==> src/deaf_defs.vh <==
`ifndef DEAF_DEFS_VH
`define DEAF_DEFS_VH

// Word indices on the register bus (byte address is four times the index)
`define DEAF_IDX_OPCTL     5'h00
`define DEAF_IDX_CH_FIRST  3'h1
`define DEAF_IDX_CH_LAST   3'h4
`define DEAF_FLD_SRC       2'h0
`define DEAF_FLD_DST       2'h1
`define DEAF_FLD_CNT       2'h2
`define DEAF_FLD_CTL       2'h3

// Operation control register fields
`define DEAF_OP_MASTER_EN  0
`define DEAF_OP_ABORT_FLAG 1
`define DEAF_OP_ADDR_ERR   2
`define DEAF_OP_PRI_LO     8
`define DEAF_OP_PRI_HI     9

// Channel control register fields
`define DEAF_CC_ENABLE     0
`define DEAF_CC_END_FLAG   1
`define DEAF_CC_IRQ_EN     2
`define DEAF_CC_SIZE_LO    3
`define DEAF_CC_SIZE_HI    4
`define DEAF_CC_RMODE_LO   5
`define DEAF_CC_RMODE_HI   6
`define DEAF_CC_AMODE_LO   7
`define DEAF_CC_AMODE_HI   8
`define DEAF_CC_BURST      9

// Request modes
`define DEAF_RM_AUTO       2'h0
`define DEAF_RM_EXT        2'h1
`define DEAF_RM_PERIPH     2'h2

// Address modes
`define DEAF_AM_DUAL_DIR   2'h0
`define DEAF_AM_DUAL_IND   2'h1
`define DEAF_AM_SINGLE     2'h2

// Priority modes
`define DEAF_PRI_0123      2'h0
`define DEAF_PRI_0231      2'h1
`define DEAF_PRI_2013      2'h2
`define DEAF_PRI_RROBIN    2'h3

// Fixed orders, first channel in the low pair
`define DEAF_ORDER_0123    8'b11_10_01_00
`define DEAF_ORDER_0231    8'b01_11_10_00
`define DEAF_ORDER_2013    8'b11_01_00_10

// Reset values and widths
`define DEAF_RST_PTR       32'h0000_0000
`define DEAF_RST_CNT       24'h00_0000
`define DEAF_CNT_W         24
`define DEAF_CNT_ONE       24'h00_0001

`endif

==> src/deaf_chan.v <==
`timescale 1ns/1ps
`default_nettype none
`include "deaf_defs.vh"

module deaf_chan (
  // Clock and control
  input  wire        core_clk,
  input  wire        rst,
  input  wire        ce,
  // Register writes
  input  wire [31:0] wdata,
  input  wire [31:0] wmask,
  input  wire        wr_src,
  input  wire        wr_dst,
  input  wire        wr_cnt,
  input  wire        wr_ctl,
  input  wire        rd_end_seen,
  // Requests and flow
  input  wire        ext_req_n,
  input  wire        periph_req,
  input  wire        global_ok,
  input  wire        unit_done,
  // State out
  output reg  [31:0] source_pointer,
  output reg  [31:0] destination_pointer,
  output reg  [23:0] transfer_counter,
  output wire [31:0] channel_control_reg,
  output wire        enabled,
  output wire        pending,
  output wire        last_unit,
  output wire        burst,
  output wire [1:0]  unit_size,
  output wire [1:0]  addr_mode,
  output wire        transfer_done_irq
);

  reg        channel_enable;
  reg        transfer_end_flag;
  reg        end_seen;
  reg        end_irq_enable;
  reg        unit_size_select_low;
  reg        unit_size_select_high;
  reg [1:0]  req_mode;
  reg [1:0]  amode;
  reg        burst_mode;
  reg        periph_pend;
  reg [31:0] step;
  wire [31:0] ctl_merged;

  // Read image of the control register
  assign channel_control_reg = {22'h00_0000, burst_mode, amode, req_mode,
                                unit_size_select_high, unit_size_select_low,
                                end_irq_enable, transfer_end_flag, channel_enable};
  assign ctl_merged = (channel_control_reg & ~wmask) | (wdata & wmask);

  // Unit size to pointer step
  always @*
  begin
    case ({unit_size_select_high, unit_size_select_low})
      2'b00:   step = 32'h0000_0001;
      2'b01:   step = 32'h0000_0002;
      2'b10:   step = 32'h0000_0004;
      default: step = 32'h0000_0010;
    endcase
  end

  // Pointers, counter and control fields
  always @(posedge core_clk)
  begin
    if (rst)
    begin
      source_pointer        <= `DEAF_RST_PTR;
      destination_pointer   <= `DEAF_RST_PTR;
      transfer_counter      <= `DEAF_RST_CNT;
      channel_enable        <= 1'b0;
      transfer_end_flag     <= 1'b0;
      end_seen              <= 1'b0;
      end_irq_enable        <= 1'b0;
      unit_size_select_low  <= 1'b0;
      unit_size_select_high <= 1'b0;
      req_mode              <= `DEAF_RM_AUTO;
      amode                 <= `DEAF_AM_DUAL_DIR;
      burst_mode            <= 1'b0;
      periph_pend           <= 1'b0;
    end
    else if (ce)
    begin
      if (wr_src)
        source_pointer <= (source_pointer & ~wmask) | (wdata & wmask);
      else if (unit_done)
        source_pointer <= source_pointer + step;
      if (wr_dst)
        destination_pointer <= (destination_pointer & ~wmask) | (wdata & wmask);
      else if (unit_done)
        destination_pointer <= destination_pointer + step;
      // Counter steps down once per finished unit
      if (wr_cnt)
        transfer_counter <= (transfer_counter & ~wmask[23:0]) | (wdata[23:0] & wmask[23:0]);
      else if (unit_done)
        transfer_counter <= transfer_counter - `DEAF_CNT_ONE;
      if (wr_ctl)
      begin
        channel_enable        <= ctl_merged[`DEAF_CC_ENABLE];
        end_irq_enable        <= ctl_merged[`DEAF_CC_IRQ_EN];
        unit_size_select_low  <= ctl_merged[`DEAF_CC_SIZE_LO];
        unit_size_select_high <= ctl_merged[`DEAF_CC_SIZE_HI];
        req_mode              <= ctl_merged[`DEAF_CC_RMODE_HI:`DEAF_CC_RMODE_LO];
        amode                 <= ctl_merged[`DEAF_CC_AMODE_HI:`DEAF_CC_AMODE_LO];
        burst_mode            <= ctl_merged[`DEAF_CC_BURST];
      end
      // End flag: set wins, clear needs a prior read of one
      if (unit_done && last_unit)
      begin
        transfer_end_flag <= 1'b1;
        end_seen          <= 1'b0;
      end
      else if (wr_ctl && !ctl_merged[`DEAF_CC_END_FLAG] && end_seen)
      begin
        transfer_end_flag <= 1'b0;
        end_seen          <= 1'b0;
      end
      else if (rd_end_seen && transfer_end_flag)
        end_seen <= 1'b1;
      // Peripheral request latch, one unit per request
      if (periph_req)
        periph_pend <= 1'b1;
      else if (unit_done)
        periph_pend <= 1'b0;
    end
  end

  // Channel gating and request sources
  assign enabled   = channel_enable & ~transfer_end_flag & global_ok;
  assign pending   = (req_mode == `DEAF_RM_AUTO)   ? 1'b1 :
                     (req_mode == `DEAF_RM_EXT)    ? ~ext_req_n :
                     (req_mode == `DEAF_RM_PERIPH) ? periph_pend : 1'b0;
  assign last_unit = (transfer_counter == `DEAF_CNT_ONE);
  assign burst     = burst_mode;
  assign unit_size = {unit_size_select_high, unit_size_select_low};
  assign addr_mode = amode;
  assign transfer_done_irq = transfer_end_flag & end_irq_enable;

endmodule

`default_nettype wire

==> src/deaf_ctrl.v <==
// Notes on behaviour
// - A non-maskable interrupt always sets the abort flag, running or suspended.
// - Writing one to the abort flag does nothing; zero clears after reading one.
// - Master enable resets to zero; zero stops all channels, one allows them.
// - Clearing master enable during a transfer suspends all channels.
// - End flag, cleared enable, abort flag or address error disable a channel.
// - Pending channels are served in priority order and stop at their end.
// - Requests come from automatic, external pin or peripheral sources.
// - Single address and dual direct or indirect address modes are supported.
// - Burst keeps the bus between units; cycle steal releases it.
// - Each accepted request moves exactly one unit of the selected size.
// - Automatic mode starts as soon as channel and master enable are set.
// - The transfer counter drops by one after each finished unit.
// - Counter reaching zero ends the channel, raising done interrupt if enabled.
// - An address error or non-maskable interrupt aborts the ongoing transfer.
// - Clearing channel or master enable aborts the transfer.
// - Address error sets its flag, suspends all, clears by zero after reading one.
// - Priority field: 00, 01, 10 fixed orders, 11 round robin.
`timescale 1ns/1ps
`default_nettype none
`include "deaf_defs.vh"

module deaf_ctrl (
  // Clock, reset, enable
  input  wire        core_clk,
  input  wire        rst,
  input  wire        ce,
  // Avalon-MM slave
  input  wire [4:0]  avs_address,
  input  wire        avs_read,
  input  wire        avs_write,
  input  wire [31:0] avs_writedata,
  input  wire [3:0]  avs_byteenable,
  output reg  [31:0] avs_readdata,
  output wire        avs_waitrequest,
  // Events and request sources
  input  wire        nmi_event,
  input  wire [3:0]  ext_req_n,
  input  wire [3:0]  periph_req,
  // System bus transfer port
  output wire        bus_req,
  input  wire        bus_ack,
  input  wire        bus_err,
  output reg  [31:0] bus_src,
  output reg  [31:0] bus_dst,
  output reg  [1:0]  bus_size,
  output reg  [1:0]  bus_addr_mode,
  output reg  [1:0]  bus_chan,
  output wire        bus_hold,
  output reg         transfer_abort,
  // Completion interrupts
  output wire [3:0]  transfer_done_irq
);

  // Transfer engine states
  localparam [2:0] ST_IDLE = 3'b001;
  localparam [2:0] ST_LOAD = 3'b010;
  localparam [2:0] ST_XFER = 3'b100;

  reg  [2:0]   state;
  reg  [2:0]   next_state;
  reg  [1:0]   cur;
  reg          burst_q;
  reg  [1:0]   rr_first;
  reg          ack_q;
  reg          master_enable;
  reg          abort_interrupt_flag;
  reg          abort_seen;
  reg          address_error_flag;
  reg          ae_seen;
  reg          priority_select_high;
  reg          priority_select_low;
  reg  [7:0]   order;
  reg  [1:0]   pick;
  reg  [31:0]  next_readdata;
  integer      i;

  wire [31:0]  wmask;
  wire         rd_take;
  wire         wr_take;
  wire         op_sel;
  wire         ch_blk;
  wire [1:0]   rk;
  wire [31:0]  op_image;
  wire [31:0]  op_merged;
  wire         global_ok;
  wire [3:0]   ch_en;
  wire [3:0]   ch_pend;
  wire [3:0]   ch_last;
  wire [3:0]   ch_burst;
  wire [3:0]   elig;
  wire [3:0]   unit_done;
  wire [127:0] src_all;
  wire [127:0] dst_all;
  wire [95:0]  cnt_all;
  wire [127:0] ctl_all;
  wire [7:0]   size_all;
  wire [7:0]   amode_all;
  wire         cur_ok;
  wire         cur_pend;
  wire         err_abort;

  // Avalon handshake: one wait cycle, then the access is taken
  assign avs_waitrequest = (avs_read | avs_write) & ~(ack_q & ce);
  assign rd_take = ce & ack_q & avs_read;
  assign wr_take = ce & ack_q & avs_write;
  assign wmask   = {{8{avs_byteenable[3]}}, {8{avs_byteenable[2]}},
                    {8{avs_byteenable[1]}}, {8{avs_byteenable[0]}}};

  // Address decode
  assign op_sel = (avs_address == `DEAF_IDX_OPCTL);
  assign ch_blk = (avs_address[4:2] >= `DEAF_IDX_CH_FIRST) &&
                  (avs_address[4:2] <= `DEAF_IDX_CH_LAST);
  assign rk     = avs_address[3:2] - 2'd1;

  // Operation control image and byte-lane merge
  assign op_image  = {22'h00_0000, priority_select_high, priority_select_low, 5'h00,
                      address_error_flag, abort_interrupt_flag, master_enable};
  assign op_merged = (op_image & ~wmask) | (avs_writedata & wmask);

  // Shared gating of all channels
  assign global_ok = master_enable & ~abort_interrupt_flag & ~address_error_flag;

  // Four channels sharing the global flags
  genvar g;
  generate
    for (g = 0; g < 4; g = g + 1)
    begin : chan
      localparam integer BLKI = g + 1;
      localparam [2:0] BLK = BLKI[2:0];
      wire sel = (avs_address[4:2] == BLK);
      deaf_chan u_chan (
        .core_clk            (core_clk),
        .rst                 (rst),
        .ce                  (ce),
        .wdata               (avs_writedata),
        .wmask               (wmask),
        .wr_src              (wr_take & sel & (avs_address[1:0] == `DEAF_FLD_SRC)),
        .wr_dst              (wr_take & sel & (avs_address[1:0] == `DEAF_FLD_DST)),
        .wr_cnt              (wr_take & sel & (avs_address[1:0] == `DEAF_FLD_CNT)),
        .wr_ctl              (wr_take & sel & (avs_address[1:0] == `DEAF_FLD_CTL)),
        .rd_end_seen         (rd_take & sel & (avs_address[1:0] == `DEAF_FLD_CTL)
                              & avs_readdata[`DEAF_CC_END_FLAG]),
        .ext_req_n           (ext_req_n[g]),
        .periph_req          (periph_req[g]),
        .global_ok           (global_ok),
        .unit_done           (unit_done[g]),
        .source_pointer      (src_all[32*g+31:32*g]),
        .destination_pointer (dst_all[32*g+31:32*g]),
        .transfer_counter    (cnt_all[24*g+23:24*g]),
        .channel_control_reg (ctl_all[32*g+31:32*g]),
        .enabled             (ch_en[g]),
        .pending             (ch_pend[g]),
        .last_unit           (ch_last[g]),
        .burst               (ch_burst[g]),
        .unit_size           (size_all[2*g+1:2*g]),
        .addr_mode           (amode_all[2*g+1:2*g]),
        .transfer_done_irq   (transfer_done_irq[g])
      );
      // Finished unit on the channel being served
      assign unit_done[g] = (state == ST_XFER) & (cur == g) & cur_ok & bus_ack & ~bus_err;
    end
  endgenerate

  assign elig     = ch_en & ch_pend;
  assign cur_ok   = ch_en[cur];
  assign cur_pend = ch_pend[cur];
  assign err_abort = (state == ST_XFER) & cur_ok & bus_ack & bus_err;

  // Read data mux, unmapped words read as zero
  always @*
  begin
    next_readdata = 32'h0000_0000;
    if (op_sel)
      next_readdata = op_image;
    else if (ch_blk)
    begin
      if (avs_address[1:0] == `DEAF_FLD_SRC)
        next_readdata = src_all[32*rk +: 32];
      else if (avs_address[1:0] == `DEAF_FLD_DST)
        next_readdata = dst_all[32*rk +: 32];
      else if (avs_address[1:0] == `DEAF_FLD_CNT)
        next_readdata = {8'h00, cnt_all[24*rk +: 24]};
      else
        next_readdata = ctl_all[32*rk +: 32];
    end
  end

  // Bus slave timing and read capture
  always @(posedge core_clk)
  begin
    if (rst)
    begin
      ack_q        <= 1'b0;
      avs_readdata <= 32'h0000_0000;
    end
    else if (ce)
    begin
      ack_q <= (avs_read | avs_write) & ~ack_q;
      if (avs_read && !ack_q)
        avs_readdata <= next_readdata;
    end
  end

  // Operation control register and global flags
  always @(posedge core_clk)
  begin
    if (rst)
    begin
      master_enable        <= 1'b0;
      abort_interrupt_flag <= 1'b0;
      abort_seen           <= 1'b0;
      address_error_flag   <= 1'b0;
      ae_seen              <= 1'b0;
      priority_select_high <= 1'b0;
      priority_select_low  <= 1'b0;
    end
    else if (ce)
    begin
      if (wr_take && op_sel)
      begin
        master_enable        <= op_merged[`DEAF_OP_MASTER_EN];
        priority_select_high <= op_merged[`DEAF_OP_PRI_HI];
        priority_select_low  <= op_merged[`DEAF_OP_PRI_LO];
      end
      // Abort flag: event wins, ones written are ignored
      if (nmi_event)
      begin
        abort_interrupt_flag <= 1'b1;
        abort_seen           <= 1'b0;
      end
      else if (wr_take && op_sel && !op_merged[`DEAF_OP_ABORT_FLAG] && abort_seen)
      begin
        abort_interrupt_flag <= 1'b0;
        abort_seen           <= 1'b0;
      end
      else if (rd_take && op_sel && avs_readdata[`DEAF_OP_ABORT_FLAG])
        abort_seen <= 1'b1;
      // Address error flag, same clearing discipline
      if (err_abort)
      begin
        address_error_flag <= 1'b1;
        ae_seen            <= 1'b0;
      end
      else if (wr_take && op_sel && !op_merged[`DEAF_OP_ADDR_ERR] && ae_seen)
      begin
        address_error_flag <= 1'b0;
        ae_seen            <= 1'b0;
      end
      else if (rd_take && op_sel && avs_readdata[`DEAF_OP_ADDR_ERR])
        ae_seen <= 1'b1;
    end
  end

  // Channel order for the current priority mode
  always @*
  begin
    case ({priority_select_high, priority_select_low})
      `DEAF_PRI_0123: order = `DEAF_ORDER_0123;
      `DEAF_PRI_0231: order = `DEAF_ORDER_0231;
      `DEAF_PRI_2013: order = `DEAF_ORDER_2013;
      default:        order = {rr_first + 2'd3, rr_first + 2'd2, rr_first + 2'd1, rr_first};
    endcase
  end

  // Highest-ranked eligible channel
  always @*
  begin
    pick = order[1:0];
    for (i = 3; i >= 0; i = i - 1)
      if (elig[order[2*i +: 2]])
        pick = order[2*i +: 2];
  end

  // Next state of the transfer engine
  always @*
  begin
    next_state = state;
    case (state)
      ST_IDLE:
        if (|elig)
          next_state = ST_LOAD;
      ST_LOAD:
        if (!cur_ok || !cur_pend)
          next_state = ST_IDLE;
        else
          next_state = ST_XFER;
      ST_XFER:
        if (!cur_ok)
          next_state = ST_IDLE;
        else if (bus_ack && bus_err)
          next_state = ST_IDLE;
        else if (bus_ack)
          next_state = (burst_q && !ch_last[cur]) ? ST_LOAD : ST_IDLE;
      default:
        next_state = ST_IDLE;
    endcase
  end

  // Engine registers and bus-side data
  always @(posedge core_clk)
  begin
    if (rst)
    begin
      state          <= ST_IDLE;
      cur            <= 2'd0;
      burst_q        <= 1'b0;
      rr_first       <= 2'd0;
      transfer_abort <= 1'b0;
      bus_src        <= 32'h0000_0000;
      bus_dst        <= 32'h0000_0000;
      bus_size       <= 2'd0;
      bus_addr_mode  <= `DEAF_AM_DUAL_DIR;
      bus_chan       <= 2'd0;
    end
    else if (ce)
    begin
      state          <= next_state;
      transfer_abort <= 1'b0;
      if (state == ST_IDLE && |elig)
      begin
        cur     <= pick;
        burst_q <= ch_burst[pick];
      end
      // Snapshot the unit to move
      if (state == ST_LOAD && cur_ok && cur_pend)
      begin
        bus_src       <= src_all[32*cur +: 32];
        bus_dst       <= dst_all[32*cur +: 32];
        bus_size      <= size_all[2*cur +: 2];
        bus_addr_mode <= amode_all[2*cur +: 2];
        bus_chan      <= cur;
      end
      // Aborts leave one pulse for the bus side
      if ((state != ST_IDLE && !cur_ok) || err_abort)
        transfer_abort <= 1'b1;
      // Served channel drops to last place in round robin
      if (|unit_done)
        rr_first <= cur + 2'd1;
    end
  end

  // Bus request gated by live enable
  assign bus_req  = (state == ST_XFER) & cur_ok;
  // Burst holds the bus between units
  assign bus_hold = burst_q & (state != ST_IDLE);

endmodule

`default_nettype wire

==> config.mk <==
export PLATFORM = sky130hd
export DESIGN_NAME = deaf_ctrl
export DESIGN_NICKNAME = d
export VERILOG_FILES = /design/src/deaf_chan.v /design/src/deaf_ctrl.v
export VERILOG_INCLUDE_DIRS = /design/src
export SDC_FILE = /design/constraint.sdc
export NUM_CORES = 2
export LEC_CHECK = 0
export BUFFER_PORTS_ARGS = -buffer_cell sky130_fd_sc_hd__buf_2
export CORE_AREA = 2 2 294 296
export CTS_CLUSTER_DIAMETER = 50
export DETAILED_ROUTE_END_ITERATION = 7
export DIE_AREA = 0 0 296 298
export PLACE_DENSITY = 0.63
export SLEW_MARGIN = 20
export SYNTH_ARGS = -nofsm -noshare
export SYNTH_HDL_FRONTEND = slang
export SYNTH_SLANG_ARGS = --single-unit
==> constraint.sdc <==
create_clock -name core_clk -period 13.25 [get_ports core_clk]
set_clock_uncertainty 0.05 [all_clocks]
set_input_delay 3.975 -clock core_clk [delete_from_list [all_inputs] [get_ports core_clk]]
set_output_delay 3.975 -clock core_clk [all_outputs]
set_load 0.01 [all_outputs]
== After elaboration in Yosys (flattened, before gate mapping) ==
Cells that the tools add are included.
Cells by class
  add/sub/neg operators: 17
  multiply operators: 1
  order comparisons: 8
  equal/unequal tests: 38
  shift operators: 8
  muxes and demuxes: 112
  bitwise logic cells: 124
  reduce and logical (&&, ||, !) cells: 124
Operators with widths (number)
  two-way mux 32 bit: 21
  variable part select 128 x 8 -> 32 bit: 5
  AND 32 bit: 9
  adder 32 x 5 -> 32 bit: 8
  bitwise OR 32 bit: 8
  two-way mux 24 bit: 8
  AND 24 bit: 5
  equality test 24 x 1 -> 1 bit, second input constant: 4
  bitwise OR 24 bit: 4
  variable part select 96 x 8 -> 24 bit: 1
  subtractor 24 x 1 -> 24 bit, second input constant: 4
  AND reduction 2 bit: 37
  AND 1 bit: 71
  case mux 5 bit (3 select lines): 4
  two-way mux 1 bit: 59
  AND 10 bit: 5
  bitwise OR 10 bit: 5
  nonzero test 2 bit: 22
  logical AND 1 bit: 32
  NOT 32 bit: 1
  equality test 2 bit, second input constant: 13
  NOT 24 bit: 1
  case mux 8 bit (3 select lines): 1
  equality test 2 x 1 -> 1 bit, second input constant: 11
  other kinds (28): 93
Word-level totals
  flip-flop bits (word level): 519
  input bits: 57
  output and inout port bits: 110
  logic and storage cells: 503

== Logic depth before layout (Yosys ltp) ==
  depth in word-level cells: 13
  gate-level depth with buffers: 16
  gate-level depth less buffers: 12

== Hierarchy ==
A second synthesis with hierarchy kept.
Unflattened totals
  cell total of the unflattened synthesis: 5129
  area total of the unflattened synthesis: 39962.1 µm²
Modules (own cells, without submodules)
  deaf_chan at chan[1].u_chan ...: times used 3, cells each 1033, area each 7305.8 µm², sequential area each 2001.9 µm²
  deaf_ctrl: times used 1, cells each 930, area each 10381.2 µm², sequential area each 2382.3 µm²
  deaf_chan at chan[0].u_chan: times used 1, cells each 1100, area each 7663.6 µm², sequential area each 2001.9 µm²

== Worst setup path after synthesis ==
No wires, ideal clock.
  path kind: in2out
  start point: input port ce
  end point: output port avs_waitrequest
  arrival time: 4.638 ns
  required time: 9.225 ns
  slack: 4.587 ns
  stages: 3
  buffers on the path: 2
  cells stage by stage: clkbuf_1 -> clkbuf_1 -> a21oi_1
On the way
  word-level cells in the longest chain between the ends: 3
RTL lines
  start: declaration: RTL line deaf_ctrl.v:27  | input wire ce,
  AND 1 bit: RTL line deaf_ctrl.v:104  | assign avs_waitrequest = (avs_read | avs_write) & ~(ack_q & ce);
  NOT 1 bit: RTL line deaf_ctrl.v:104
  AND 1 bit: RTL line deaf_ctrl.v:104
  end: declaration: RTL line deaf_ctrl.v:35  | output wire avs_waitrequest,
No other way between the ends.

== Worst setup path in the final report ==
Ends and elaborated chain as after synthesis.

==> flow_summary.json <==
{
  "status": "complete, no violations",
  "grt_max_degree": 115,
  "slew-limit-headroom_pct": 21.2,
  "synth_edf_count": 0,
  "grt_pass1_vias": 31500,
  "irDropWorstVdd_mv": 0.0821,
  "ys_seq_elements": 519,
  "dp_cells": 5357,
  "layout_commonest_cell": "nand2_1",
  "reg2reg_from": "cur[1]$_SDFFE_PP0P_",
  "final_cell_mix": "654 x nand2_1, 517 x dfxtp_1, 436 x nor2_1, 406 x a21oi_1, 303 x o21ai_0",
  "num_io_pins": 167,
  "portBuffers": 166,
  "slew_viol_final": 0,
  "gr-usage-all-layers_pct": 30.7,
  "dp_hpwl_um": 99700,
  "path_clk_slew_ns": 0.06,
  "syn-cell-area_um2": 33700,
  "root_buffer": "clkbuf_16",
  "ys_async_sr_fraction_pct": 0,
  "yosysWarnings": 0,
  "cts_resized": 0,
  "cp_max_fo": 22,
  "gp_congestion": 0.987,
  "power_density_nw_per_um2": 103,
  "start_kind": "primary input",
  "grt_pass1_wl_um": 206000,
  "die_w_um": 296,
  "p_leak_uw": 0.0128,
  "die_area_um2": 88200,
  "wl_per_cell_um": 25.3,
  "fin_util_pct": 44.5,
  "hold_start": "bus_addr_mode[1]$_SDFFE_PP0P_",
  "ys_seq_area_share_pct": 30.8,
  "maxCapViolations": 0,
  "cts_max_level": 3,
  "syn-mean-instance-area_um2": 7.81,
  "synth-main-ff-cell": "dfxtp_1",
  "die_y_um": 298,
  "hp-class": "flip-flop to flip-flop",
  "vias_per_cell": 6.43,
  "grt_overflow_total": 0,
  "dpl_cell_area_um2": 35200,
  "cts_buffers": 71,
  "wirelength_um": 139000,
  "coreArea_um2": 84900,
  "drtIter0Drc": 4841,
  "fin_crit_sh_pct": 65.1,
  "cts_tree": "done",
  "path_class": "primary input to output pin",
  "postCtsSetupBuffers": 0,
  "ys_types": 92,
  "fin_setup_tns_ns": 0,
  "cts.sinks": 519,
  "nets": 4403,
  "rows": 107,
  "required_ns": 9.22,
  "vias": 35300,
  "drt_pre_antenna_iters": 6,
  "antenna_found_initial": 5,
  "clock_latency_ns": 0.65,
  "setup_violations": 0,
  "fmax_ghz": 0.116,
  "stdcell_area_um2": 37700,
  "stdcell_count": 5493,
  "crit_arrival_ns": 4.60,
  "fin_crit_ns": 8.63,
  "area_growth_pct": 11.9,
  "tightest_slew_ns": 1.18,
  "rsz0062_at_grt": "no",
  "route.detailed.drc": 0,
  "initial_core_util_pct": 39.8,
  "layout-drive-gt1-share_pct": 13.5,
  "netlist_instances": 4321,
  "end_kind": "output pin",
  "ant_nets": 0,
  "syn_nets": 4438,
  "cts.hold.buffers_added": 0,
  "crit_start": "ce",
  "hold_violations": 0,
  "clock_path_buffers": 3
}
critical path, cell delays in order:
cell and delay (ns):
buf_2 0.34, a21oi_1 0.12, buf_2 0.16
power breakdown:
part	leakage, uW	switching (uW)	internal [uW]	total, uW
combinational	0.00743	158	49.8	208
clock	0.00123	831	1280	2110
sequential	0.00418	5.66	1560	1570
per-stage QoR:
step	hold WS (ns)	power, uW	setup slack [ns]
after floorplan	0.386	1720	4.59
after global placement	0.387	1800	4.65
after detailed placement	0.390	1800	4.64
after CTS	0.398	3890	4.64
after global routing	0.416	3960	4.56
final	0.397	3890	4.62
cells in the mapped netlist, types with 17 or more instances:
| cell | number | area [um^2] |
|---|---|---|
| nand2_1 | 657 | 2470 |
| dfxtp_1 | 519 | 10400 |
| nor2_1 | 448 | 1680 |
| a21oi_1 | 406 | 2030 |
| o21ai_0 | 303 | 1520 |
| clkbuf_1 | 259 | 972 |
| mux4_2 | 178 | 4010 |
| nand3_1 | 161 | 806 |
| a211oi_1 | 158 | 1190 |
| nor3_1 | 133 | 666 |
| inv_1 | 77 | 289 |
| a22oi_1 | 71 | 533 |
| o22ai_1 | 62 | 388 |
| and3_1 | 59 | 369 |
| ha_1 | 52 | 651 |
| nor4_1 | 50 | 313 |
| and2_1 | 48 | 300 |
| nand4_1 | 39 | 244 |
| or3_1 | 38 | 238 |
| a31oi_1 | 37 | 231 |
| buf_2 | 37 | 185 |
| o21ai_1 | 36 | 180 |
| mux2i_1 | 30 | 300 |
| a21o_1 | 29 | 218 |
| nor2b_1 | 29 | 181 |
| nand2b_1 | 28 | 175 |
| o21bai_1 | 25 | 188 |
| a221oi_1 | 21 | 184 |
| buf_1 | 21 | 78.8 |
| a2111oi_0 | 19 | 166 |
| a311oi_1 | 19 | 166 |
| o211ai_1 | 17 | 128 |
| o31ai_1 | 17 | 128 |
| xnor2_1 | 17 | 149 |
layer usage:
layer | global-route usage [%] | wire length, um | vias to the layer above
met5 | 0 | 26 | -
met4 | 15.8 | 7590 | 4
met3 | 6.58 | 15900 | 329
met2 | 44.5 | 58900 | 2100
met1 | 42.7 | 56300 | 16900
li1 | - | - | 16000
worst paths after layout:
kind / end / slack [ns] / cells after the start
min: bus_addr_mode[1]$_SDFFE_PP0P_ / 0.40 / 2
min reg2reg: bus_addr_mode[1]$_SDFFE_PP0P_ / 0.40 / 2
max: avs_waitrequest / 4.62 / 3
max reg2reg: flip-flop / 8.63 / 6
cell families after synthesis:
logic type,after synthesis,share of synthesized area (%)
xor gates and xnor gates,17,0.441
DFF,519,30.8
and+or+nand+nor,1788,24.6
AOI/OAI and AO/OA,1313,23.9
adders and majority gates,60,2.40
buffers and inverters,405,4.76
muxes,219,13.1
area by class of cell:
class | count | area (um^2)
Antenna cell | 5 | 12.5
Clock buffer | 92 | 1970
Clock inverter | 39 | 586
Fill cell | 8440 | 47100
Inverter | 79 | 297
Multi-Input combinational cell | 3397 | 21800
Sequential cell | 519 | 10400
Tap cell | 1144 | 1430
Timing Repair Buffer | 218 | 1240
Note: power is estimated with default switching activity, not from simulation.
